File: src/rtl/cts_pkg.sv
// Shared constants: register map, field positions, reset values, timings, bus states.
// Assumes a single 200 MHz system clock and a word-addressed register bus.
package cts_pkg;

    // Channel and input counts, extension select field width.
    localparam int NUM_ITC = 16;
    localparam int MAX_INPUTS = 8;
    localparam int EXT_SEL_W = 3;

    // Timing: clock period, pulser resolution and the derived tick length.
    localparam int CLK_PERIOD_NS = 5;
    localparam int PULSER_RES_NS = 10;
    localparam int PULSER_TICK_CYCLES = (PULSER_RES_NS + CLK_PERIOD_NS - 1) / CLK_PERIOD_NS;
    localparam int EXT_MUX_LATENCY = 2;

    // Input conditioning sizes.
    localparam int SPIKE_CNT_W = 4;
    localparam int DELAY_LINE_W = 15;

    // Register word addresses.
    localparam logic [5:0] ADDR_CHAN_CTRL = 6'h00;
    localparam logic [5:0] ADDR_STATUS = 6'h01;
    localparam logic [5:0] ADDR_INPUT_CFG = 6'h02;
    localparam logic [5:0] ADDR_EXT_SEL = 6'h0A;
    localparam logic [5:0] ADDR_PERIPH_MASK = 6'h0B;
    localparam logic [5:0] ADDR_COIN_CFG = 6'h0C;
    localparam logic [5:0] ADDR_PERIOD = 6'h0E;
    localparam logic [5:0] ADDR_RAND_THRESH = 6'h0F;
    localparam logic [5:0] ADDR_TYPE_LO = 6'h10;
    localparam logic [5:0] ADDR_TYPE_HI = 6'h11;

    // Field positions inside the input and coincidence configuration words.
    localparam int CFG_THR_LSB = 0;
    localparam int CFG_DLY_LSB = 4;
    localparam int CFG_INV_BIT = 8;
    localparam int COIN_EDGE_LSB = 0;
    localparam int COIN_INH_LSB = 8;
    localparam int COIN_WIN_LSB = 16;

    // Values after reset, and the CRC polynomial.
    localparam logic [31:0] CHAN_CTRL_RST = 32'h0000_0000;
    localparam logic [8:0] INPUT_CFG_RST = 9'h000;
    localparam logic [31:0] WORD_RST = 32'h0000_0000;
    localparam logic [31:0] CRC_SEED = 32'hFFFF_FFFF;
    localparam logic [31:0] CRC_POLY = 32'h04C1_1DB7;

    // Register bus handshake states, one-hot.
    typedef enum logic [1:0] {
        BUS_IDLE = 2'b01,
        BUS_ACK = 2'b10
    } bus_state_t;

endpackage

File: src/rtl/trig_input_module.sv
// Input conditioning for one trigger source: inverter, spike filter, delay line.
// Assumes the input is already registered in the system clock domain.
`timescale 1ns/100ps
module trig_input_module (
    input wire logic clk,
    input wire logic reset,
    input wire logic sig_in,
    input wire logic invert,
    input wire logic [3:0] spike_thr,
    input wire logic [3:0] delay_sel,
    output logic sig_out
);
    typedef struct packed {
        logic [cts_pkg::SPIKE_CNT_W-1:0] cnt;
        logic valid;
        logic [cts_pkg::DELAY_LINE_W-1:0] line;
        logic out;
    } im_state_t;

    im_state_t r_reg;
    im_state_t r_next;
    logic s;

    // Inverter, saturating spike counter, shift register and tap selection.
    always_comb begin
        r_next = r_reg;
        s = sig_in ^ invert;
        if (s) begin
            if (r_reg.cnt != 4'hF) begin
                r_next.cnt = r_reg.cnt + 4'h1;
            end
        end else begin
            r_next.cnt = 4'h0;
        end
        r_next.valid = s && (r_next.cnt > spike_thr);
        r_next.line = {r_reg.line[cts_pkg::DELAY_LINE_W-2:0], r_reg.valid};
        if (delay_sel == 4'h0) begin
            r_next.out = r_reg.valid;
        end else begin
            r_next.out = r_reg.line[delay_sel - 4'h1];
        end
    end

    // State register.
    always_ff @(posedge clk) begin
        if (reset) begin
            r_reg <= '0;
        end else begin
            r_reg <= r_next;
        end
    end

    assign sig_out = r_reg.out;
endmodule

File: src/rtl/trig_coincidence.sv
// Coincidence unit: edge-started window pulses per input plus a level inhibit mask.
// Assumes its inputs are input-module outputs in the system clock domain.
`timescale 1ns/100ps
module trig_coincidence #(
    parameter int N = 8
) (
    input wire logic clk,
    input wire logic reset,
    input wire logic [N-1:0] in_sig,
    input wire logic [N-1:0] edge_mask,
    input wire logic [N-1:0] inh_mask,
    input wire logic [7:0] window,
    output logic hit
);
    typedef struct packed {
        logic [N-1:0] prev;
        logic [N-1:0][7:0] cnt;
        logic hit;
    } co_state_t;

    co_state_t r_reg;
    co_state_t r_next;
    logic [N-1:0][7:0] cnt_nx;
    logic [N-1:0] pulse;

    // One window counter per input, loaded at a rising edge.
    genvar i;
    generate
        for (i = 0; i < N; i++) begin : g_win
            assign cnt_nx[i] = (in_sig[i] && !r_reg.prev[i]) ? window :
                (r_reg.cnt[i] != 8'h00) ? r_reg.cnt[i] - 8'h01 : 8'h00;
            assign pulse[i] = (r_reg.cnt[i] != 8'h00);
        end
    endgenerate

    // Edge overlap gated by the inhibit levels; an empty mask drops its term.
    always_comb begin
        r_next = r_reg;
        r_next.prev = in_sig;
        r_next.cnt = cnt_nx;
        r_next.hit = ((edge_mask | inh_mask) != '0) &&
            ((pulse | ~edge_mask) == '1) &&
            ((in_sig | ~inh_mask) == '1);
    end

    // State register.
    always_ff @(posedge clk) begin
        if (reset) begin
            r_reg <= '0;
        end else begin
            r_reg <= r_next;
        end
    end

    assign hit = r_reg.hit;
endmodule

File: src/rtl/trigger_channel_logic.sv
// Trigger decision logic: sixteen internal trigger channels fed by input modules,
// extension multiplexers, peripheral requests, coincidence units and pulsers.
// Assumes synchronous inputs, one 200 MHz clock and an Avalon-MM master.
//
// The address map and register access over Avalon-MM were chosen for this implementation.
`timescale 1ns/100ps

// Overview of operation
// - Sixteen internal trigger channels, each carrying at most one source.
// - All channels disabled after reset until software enables them.
// - Each channel reacts to rising edges or to high levels.
// - An enabled active channel raises the trigger; disabled ones never do.
// - Event type is the type of the lowest-numbered firing channel.
// - Spike filter uses a four-bit counter cleared when the input is low.
// - A pulse passes once the count exceeds threshold T, delaying it T cycles.
// - Each input module has a fifteen-stage delay line with a tap multiplexer.
// - Extension inputs feed ordinary input modules in the upper slots.
// - The extension multiplexer adds exactly two clock cycles of latency.
// - A bitmask selects peripheral requests; any selected one fires one channel.
// - Coincidence: edge-started window pulses of selected inputs must overlap.
// - Inhibit mask inputs must be high to pass an edge coincidence.
// - With one mask empty the unit acts on edges or levels alone.
// - Periodic pulser asserts, then pauses; 10 ns steps, up to about 42.9 s.
// - Random numbers come from a 32-bit CRC fed a constant word.
// - Each cycle the random number below the threshold emits an event.
// - Each input module has a configurable inverter.
// - Coincidence units take only input module outputs.
// - External trigger inputs are registered before their input module.
// - Control word: low sixteen bits enable, upper sixteen choose edge mode.
module trigger_channel_logic #(
    parameter int N_IN = 4,
    parameter int N_EXT = 2,
    parameter int N_EXT_SRC = 8,
    parameter int N_PERIPH = 4,
    parameter int N_COIN = 2,
    parameter logic [31:0] RAND_DATA = 32'h5A5A_A5A5
) (
    input wire logic clk,
    input wire logic reset,
    input wire logic [5:0] avs_address,
    input wire logic avs_read,
    input wire logic avs_write,
    input wire logic [31:0] avs_writedata,
    output logic [31:0] avs_readdata,
    output logic avs_waitrequest,
    input wire logic [N_IN-1:0] trig_in,
    input wire logic [N_EXT_SRC-1:0] ext_in,
    input wire logic [N_PERIPH-1:0] peripheral_trigger_request,
    output logic trigger_out,
    output logic [3:0] trigger_type,
    output logic [15:0] trigger_mask
);
    // Channel assignment: input modules first, extension slots on top of them.
    localparam int N_MOD = N_IN + N_EXT;
    localparam int CH_PERIPH = N_MOD;
    localparam int CH_COIN = CH_PERIPH + 1;
    localparam int CH_PERIODIC = CH_COIN + N_COIN;
    localparam int CH_RANDOM = CH_PERIODIC + 1;

    typedef struct packed {
        cts_pkg::bus_state_t bus;
        logic waitreq;
        logic [31:0] rdata;
        logic [31:0] chan_ctrl;
        logic [cts_pkg::MAX_INPUTS-1:0][8:0] in_cfg;
        logic [31:0] ext_sel;
        logic [31:0] periph_mask;
        logic [1:0][31:0] coin_cfg;
        logic [31:0] period;
        logic [31:0] rand_thr;
        logic [63:0] types;
        logic [N_IN-1:0] in_sync;
        logic [N_EXT-1:0] ext_s1;
        logic [N_EXT-1:0] ext_s2;
        logic [N_PERIPH-1:0] periph_sync;
        logic periph_hit;
        logic [cts_pkg::NUM_ITC-1:0] prev;
        logic [3:0] tick_cnt;
        logic [31:0] pcount;
        logic pulse;
        logic [31:0] crc;
        logic rnd;
        logic trig;
        logic [3:0] ttype;
        logic [15:0] tmask;
    } top_state_t;

    top_state_t r_reg;
    top_state_t r_next;
    logic [N_MOD-1:0] mod_out;
    logic [N_MOD-1:0] mod_in;
    logic [cts_pkg::MAX_INPUTS-1:0] coin_src;
    logic [N_COIN-1:0] coin_hit;
    logic [cts_pkg::NUM_ITC-1:0] chan_src;
    logic [cts_pkg::NUM_ITC-1:0] chan_act;
    logic [cts_pkg::NUM_ITC-1:0] fired;
    logic tick;

    // One CRC-32 step over a full data word, bit by bit.
    function automatic logic [31:0] crc_step(input logic [31:0] c, input logic [31:0] d);
        logic [31:0] x;
        x = c;
        for (int b = 31; b >= 0; b--) begin
            if (x[31] ^ d[b]) begin
                x = {x[30:0], 1'b0} ^ cts_pkg::CRC_POLY;
            end else begin
                x = {x[30:0], 1'b0};
            end
        end
        return x;
    endfunction

    // Register read multiplexer; unmapped addresses read as zero.
    function automatic logic [31:0] read_mux(input top_state_t s, input logic [5:0] a);
        logic [31:0] v;
        logic [5:0] k;
        v = 32'h0000_0000;
        k = a - cts_pkg::ADDR_INPUT_CFG;
        if (a >= cts_pkg::ADDR_INPUT_CFG && k < 6'(cts_pkg::MAX_INPUTS)) begin
            v = {23'h000000, s.in_cfg[k[2:0]]};
        end else begin
            case (a)
                cts_pkg::ADDR_CHAN_CTRL: v = s.chan_ctrl;
                cts_pkg::ADDR_STATUS: v = {11'h000, s.trig, s.ttype, s.tmask};
                cts_pkg::ADDR_EXT_SEL: v = s.ext_sel;
                cts_pkg::ADDR_PERIPH_MASK: v = s.periph_mask;
                cts_pkg::ADDR_COIN_CFG: v = s.coin_cfg[0];
                cts_pkg::ADDR_COIN_CFG + 6'h01: v = s.coin_cfg[1];
                cts_pkg::ADDR_PERIOD: v = s.period;
                cts_pkg::ADDR_RAND_THRESH: v = s.rand_thr;
                cts_pkg::ADDR_TYPE_LO: v = s.types[31:0];
                cts_pkg::ADDR_TYPE_HI: v = s.types[63:32];
                default: v = 32'h0000_0000;
            endcase
        end
        return v;
    endfunction

    // Sources of the input modules: sampled trigger pins below, extension slots above.
    assign mod_in = {r_reg.ext_s2, r_reg.in_sync};

    // One input module per slot, configured by its own word.
    genvar m;
    generate
        for (m = 0; m < N_MOD; m++) begin : g_mod
            trig_input_module u_im (
                .clk(clk),
                .reset(reset),
                .sig_in(mod_in[m]),
                .invert(r_reg.in_cfg[m][cts_pkg::CFG_INV_BIT]),
                .spike_thr(r_reg.in_cfg[m][cts_pkg::CFG_THR_LSB +: 4]),
                .delay_sel(r_reg.in_cfg[m][cts_pkg::CFG_DLY_LSB +: 4]),
                .sig_out(mod_out[m])
            );
        end
    endgenerate

    // Coincidence units see input-module outputs only, zero-padded to the mask width.
    assign coin_src = cts_pkg::MAX_INPUTS'(mod_out);

    genvar c;
    generate
        for (c = 0; c < N_COIN; c++) begin : g_coin
            trig_coincidence #(
                .N(cts_pkg::MAX_INPUTS)
            ) u_co (
                .clk(clk),
                .reset(reset),
                .in_sig(coin_src),
                .edge_mask(r_reg.coin_cfg[c][cts_pkg::COIN_EDGE_LSB +: 8]),
                .inh_mask(r_reg.coin_cfg[c][cts_pkg::COIN_INH_LSB +: 8]),
                .window(r_reg.coin_cfg[c][cts_pkg::COIN_WIN_LSB +: 8]),
                .hit(coin_hit[c])
            );
        end
    endgenerate

    // Channel source map; unused channels carry a constant low.
    always_comb begin
        chan_src = '0;
        chan_src[N_MOD-1:0] = mod_out;
        chan_src[CH_PERIPH] = r_reg.periph_hit;
        chan_src[CH_COIN +: N_COIN] = coin_hit;
        chan_src[CH_PERIODIC] = r_reg.pulse;
        chan_src[CH_RANDOM] = r_reg.rnd;
    end

    // Per-channel edge or level sensitivity, then the enable mask.
    always_comb begin
        for (int i = 0; i < cts_pkg::NUM_ITC; i++) begin
            if (r_reg.chan_ctrl[16 + i]) begin
                chan_act[i] = chan_src[i] && !r_reg.prev[i];
            end else begin
                chan_act[i] = chan_src[i];
            end
        end
        fired = chan_act & r_reg.chan_ctrl[15:0];
    end

    // Pulser time base: one enable pulse every 10 ns.
    assign tick = (r_reg.tick_cnt == 4'(cts_pkg::PULSER_TICK_CYCLES - 1));

    // Next-state logic for the bus slave, configuration and trigger path.
    always_comb begin
        r_next = r_reg;

        // Bus slave: latch read data, drop waitrequest for one cycle, then write.
        case (r_reg.bus)
            cts_pkg::BUS_IDLE: begin
                r_next.waitreq = 1'b1;
                if (avs_read || avs_write) begin
                    r_next.bus = cts_pkg::BUS_ACK;
                    r_next.waitreq = 1'b0;
                    r_next.rdata = read_mux(r_reg, avs_address);
                end
            end
            cts_pkg::BUS_ACK: begin
                r_next.bus = cts_pkg::BUS_IDLE;
                r_next.waitreq = 1'b1;
                if (avs_write) begin
                    if (avs_address >= cts_pkg::ADDR_INPUT_CFG &&
                        avs_address < cts_pkg::ADDR_INPUT_CFG + 6'(cts_pkg::MAX_INPUTS)) begin
                        r_next.in_cfg[3'(avs_address - cts_pkg::ADDR_INPUT_CFG)] = avs_writedata[8:0];
                    end
                    case (avs_address)
                        cts_pkg::ADDR_CHAN_CTRL: r_next.chan_ctrl = avs_writedata;
                        cts_pkg::ADDR_EXT_SEL: r_next.ext_sel = avs_writedata;
                        cts_pkg::ADDR_PERIPH_MASK: r_next.periph_mask = avs_writedata;
                        cts_pkg::ADDR_COIN_CFG: r_next.coin_cfg[0] = avs_writedata;
                        cts_pkg::ADDR_COIN_CFG + 6'h01: r_next.coin_cfg[1] = avs_writedata;
                        cts_pkg::ADDR_PERIOD: r_next.period = avs_writedata;
                        cts_pkg::ADDR_RAND_THRESH: r_next.rand_thr = avs_writedata;
                        cts_pkg::ADDR_TYPE_LO: r_next.types[31:0] = avs_writedata;
                        cts_pkg::ADDR_TYPE_HI: r_next.types[63:32] = avs_writedata;
                        default: r_next.rdata = r_reg.rdata;
                    endcase
                end
            end
            default: begin
                r_next.bus = cts_pkg::BUS_IDLE;
                r_next.waitreq = 1'b1;
            end
        endcase

        // Sample the trigger pins once before their input modules.
        r_next.in_sync = trig_in;

        // Extension multiplexer: select stage, then a second stage for fixed latency.
        for (int j = 0; j < N_EXT; j++) begin
            r_next.ext_s1[j] = ext_in[r_reg.ext_sel[j * cts_pkg::EXT_SEL_W +: cts_pkg::EXT_SEL_W]];
        end
        r_next.ext_s2 = r_reg.ext_s1;

        // Peripheral requests are sampled, masked and ORed onto one channel.
        r_next.periph_sync = peripheral_trigger_request;
        r_next.periph_hit = |(r_reg.periph_sync & r_reg.periph_mask[N_PERIPH-1:0]);

        // Periodic pulser: high for one 10 ns step, then a pause of period steps.
        r_next.tick_cnt = tick ? 4'h0 : r_reg.tick_cnt + 4'h1;
        if (tick) begin
            if (r_reg.pcount >= r_reg.period) begin
                r_next.pcount = 32'h0000_0000;
                r_next.pulse = 1'b1;
            end else begin
                r_next.pcount = r_reg.pcount + 32'h0000_0001;
                r_next.pulse = 1'b0;
            end
        end

        // Pseudo-random pulser: CRC advances every cycle and is compared with the threshold.
        r_next.crc = crc_step(r_reg.crc, RAND_DATA);
        r_next.rnd = (r_reg.crc < r_reg.rand_thr);

        // Trigger decision: any fired channel, lowest channel picks the type.
        r_next.prev = chan_src;
        r_next.trig = |fired;
        r_next.tmask = fired;
        r_next.ttype = 4'h0;
        for (int i = cts_pkg::NUM_ITC - 1; i >= 0; i--) begin
            if (fired[i]) begin
                r_next.ttype = r_reg.types[i * 4 +: 4];
            end
        end
    end

    // State register with reset values; every channel starts disabled.
    always_ff @(posedge clk) begin
        if (reset) begin
            r_reg <= '0;
            r_reg.bus <= cts_pkg::BUS_IDLE;
            r_reg.waitreq <= 1'b1;
            r_reg.chan_ctrl <= cts_pkg::CHAN_CTRL_RST;
            r_reg.crc <= cts_pkg::CRC_SEED;
            r_reg.period <= cts_pkg::WORD_RST;
        end else begin
            r_reg <= r_next;
        end
    end

    // Outputs straight from the state register.
    assign avs_readdata = r_reg.rdata;
    assign avs_waitrequest = r_reg.waitreq;
    assign trigger_out = r_reg.trig;
    assign trigger_type = r_reg.ttype;
    assign trigger_mask = r_reg.tmask;
endmodule

File: config.mk
export PLATFORM = sky130hd
export DESIGN_NAME = trigger_channel_logic
export DESIGN_NICKNAME = d
export VERILOG_FILES = /design/src/rtl/cts_pkg.sv /design/src/rtl/trig_input_module.sv /design/src/rtl/trig_coincidence.sv /design/src/rtl/trigger_channel_logic.sv
export SDC_FILE = /design/constraint.sdc
export NUM_CORES = 2
export LEC_CHECK = 0
export BUFFER_PORTS_ARGS = -buffer_cell sky130_fd_sc_hd__clkbuf_2
export CORE_MARGIN = 5
export CORE_UTILIZATION = 55
export DETAILED_ROUTE_END_ITERATION = 6
export PLACE_DENSITY = 0.81
export SETUP_SLACK_MARGIN = 0.2
export SKIP_CTS_REPAIR_TIMING = 1
export SLEW_MARGIN = 20
export SYNTH_ARGS = -nofsm -noshare
export SYNTH_HDL_FRONTEND = slang
export SYNTH_SLANG_ARGS = --single-unit
File: constraint.sdc
create_clock -name clk -period 7.8 [get_ports clk]
set_input_delay 1.56 -clock clk [delete_from_list [all_inputs] [get_ports clk]]
set_output_delay 1.56 -clock clk [all_outputs]
set_load 0.05 [all_outputs]
==> results.md <==
- Top Family by Delay on Critical Path: buffers and inverters
- H-Tree Depth: 3
- Hold_sp: r_next[112]
- HPWL after detailed placement: 73.12 mm
- Post-synth EDFFs: 0
- Crit-path max cell delay: 710 ps
- Fillers: 5531
- Critical Path RT: 8270 ps
- Reg2reg end: r_reg[40]
- Setup TNS: 0 ps
- Iter 0 DRT Violations: between 4000 and 5000
- Non-filler instance count after layout: 5119
- Final setup fails: 0
- Syn-to-layout area delta: 8.384%
- Hold depth: 1
- First-pass GRT wire length: around 170 mm
- R2R depth: 10
- Layout cell share with drive strength beyond 1: 9.555%
- Max reg flops: 445
- Syn Area/Cell: ~8.6 sq um
- Tmin final: about 4000 ps
- CP max-delay cell: buf_4
- Total CTS buffers: 77
- Crit Path Max Fanout: 54
- R2R Path Start: r_reg[48]
- Hold EP: mod_in[4]
- Initial antenna violation count: 5
- Worst min path class: flip-flop to flip-flop
- Area occupied by multi-input gates: slightly below 20000 sq um
- Syn Std Cell Area: 36830 sq um
- RSZ-0062 raised after global routing: no
- Via count: 31040
- Asr flop ratio synth: 0%
- FMAX: roughly 250 MHz
- Worst path cell trace: buf_4 > buf_4 > mux2i_1 > o22ai_1 > a221oi_1 > nand3_1 > nor2_1 > a211oi_1 > a21oi_1 > nor2_1
- Slew Limit Fails: 0
- Slew margin rel.: 22.68%
- Grt ovf: 0
- Num ports: 112
- Clock tree buffer depth: 3
- Crit end category: flip-flop
- Max Cap Viol: 0
- CP Class: input pin to flip-flop
- Die W: 268.8 microns
- Port Buffers: roughly 110
- Later-pin clock latency in the skew report: 640 ps
- Nets: 4382
- Startpoint Class: input pin
- Max Clock Skew: 24.01 ps
- Drt total wl: 107.5 mm
- Clk sinks: between 700 and 800
- Starting Density: 55.72%
- Status: completed
- Netlist cell types: 58
- Fin worst setup slack: between 3000 and 4000 ps
- CP Data Arrival Time: 4530 ps
- Worst path bufs/invs: 2
- DRT Pass-1 Iters: 7
- Synth Flop Type: dfxtp_1
- Pre-CTS setup slack: 3113 ps
- Core area: 66100 sq um
- Row cnt: 94
- Largest net degree at the start of global routing: about 220
- Routed wire per std cell: 21.00 microns
- Synthesized flop and latch total: ~760
- Vias in the first global route: 29320
- Chip Height: around 270 microns
- Drc violations: 0
- GPL Wtd Cong: 0.9793
- Routed Antenna Nets: 0
- Sequential element share of the synthesized area: between 40% and 50%
- Inst Count DP: 4982
- Period utilisation layout: 52.00%
- Register area: 15230 sq um
- Final Hold Viols: 0
- CTS clk-pin slew, worst paths: 60 ps
- Slew @ Worst Pin: 1151 ps
- Reg2reg setup slack: 3850 ps
- CTS tree: yes
- Gate Count Post-Synth: approximately 4300
- Clock root cell: clkbuf_16
- Die area: 72240 sq um
- Vias/cell: 6.064
- Synth warn: 0
- Global-route usage over all layers: 28.82%
-- worst reg2reg max path, stage by stage, from the launching register on --
cell and delay (ps):
dfxtp_1 470, xnor2_1 550, xor2_1 190, xnor2_2 480, xnor2_1 190, xnor2_2 600, xnor2_1 320, xnor2_1 220
xnor2_1 410, xnor2_1 150, or2_2 280
-- worst max path at each step --
stage	from	cells after the start	end
final	avs_address[0]	10	avs_readdata[5]
after global routing	avs_address[2]	7	r_reg[474]
after CTS	avs_address[5]	9	r_reg[310]
after detailed placement	avs_address[5]	9	r_reg[303]
after global placement	avs_address[5]	9	r_reg[282]
after floorplan	avs_address[1]	10	avs_readdata[15]
-- cell type report --
cell class	count	area share, %
timing repair buffer	146	2.175
inverter	149	1.401
tap	864	2.708
clock inverter	19	0.5391
multi-input combinational	3062	49.41
clock buffer	112	5.560
antenna	6	0.03761
sequential	761	38.16
-- metrics by stage --
stage	util, %	area [sq um]	hold slack, ps
after floorplan	-	36850	413.8
after global placement	56.62	37420	433.8
after detailed placement	56.64	37440	427.0
after CTS	60.33	39880	445.3
after global routing	60.38	39910	462.4
final	60.39	39920	441.1
-- synth_stat cells (all sizes together) (4+ instances only) --
| cell type | number | share of area [%] |
|---|---|---|
| a21oi | 410 | 5.6 |
| nand4 | 33 | 0.56 |
| xnor2 | 284 | 7.4 |
| o22ai | 11 | 0.19 |
| nand2 | 711 | 7.2 |
| nand3 | 56 | 0.76 |
| or4 | 5 | 0.10 |
| nor2 | 377 | 3.8 |
| a22oi | 95 | 1.9 |
| ha | 127 | 4.3 |
| inv | 149 | 1.5 |
| o311ai | 4 | 0.095 |
| a41o | 5 | 0.14 |
| or2 | 9 | 0.15 |
| o211ai | 8 | 0.16 |
| o21ai | 33 | 0.45 |
| xor2 | 104 | 2.6 |
| or3 | 14 | 0.24 |
| a31oi | 7 | 0.12 |
| nor3 | 185 | 2.5 |
| a222oi | 20 | 0.54 |
| a221oi | 17 | 0.40 |
| buf | 84 | 1.4 |
| nand2b | 50 | 0.85 |
| a211oi | 28 | 0.57 |
| mux2 | 22 | 0.67 |
| nor2b | 145 | 2.5 |
| clkbuf | 249 | 2.5 |
| dfxtp | 761 | 41 |
| a21o | 26 | 0.53 |
| nor3b | 20 | 0.41 |
| nor4 | 29 | 0.49 |
| mux4 | 57 | 3.5 |
| a2111oi | 4 | 0.095 |
| mux2i | 123 | 3.3 |
| nor4b | 8 | 0.19 |
| and3 | 11 | 0.19 |
-- placed cells by master (no fill, tap or decap), types with 55 or more instances in the layout --
cell type,n
mux4_2,57
a21oi_1,410
dfxtp_1,761
xnor2_1,259
nand3_1,55
xor2_1,97
nor2b_1,141
a22oi_1,95
inv_1,149
ha_1,127
clkbuf_16,78
clkbuf_2,104
nor2_1,375
nand2_1,706
mux2i_1,123
nor3_1,174
-- per-layer routing --
metal / global-route usage, % / part of all wire (%)
met1: 39.02 / 39
met2: 43.97 / 44
met3: 7.492 / 12
met4: 12.33 / 4.7
met5: 0 / 0.012
-- logic make-up after synthesis --
| kind of cell | count (synthesis) | share of synthesized area, % |
|---|---|---|
| AOI/OAI and AO/OA | 679 | 11.06 |
| xor gates and xnor gates | 389 | 10.09 |
| adders and majority gates | 127 | 4.314 |
| buffers and inverters | 482 | 5.500 |
| DFF | 761 | 41.36 |
| muxes | 202 | 7.501 |
| other | 1 | 0.01018 |
| and+or+nand+nor | 1660 | 20.15 |
Power is left out: the tool's default activity adds up to more than one toggle a clock period on the data nets, which glitch-free logic cannot reach.
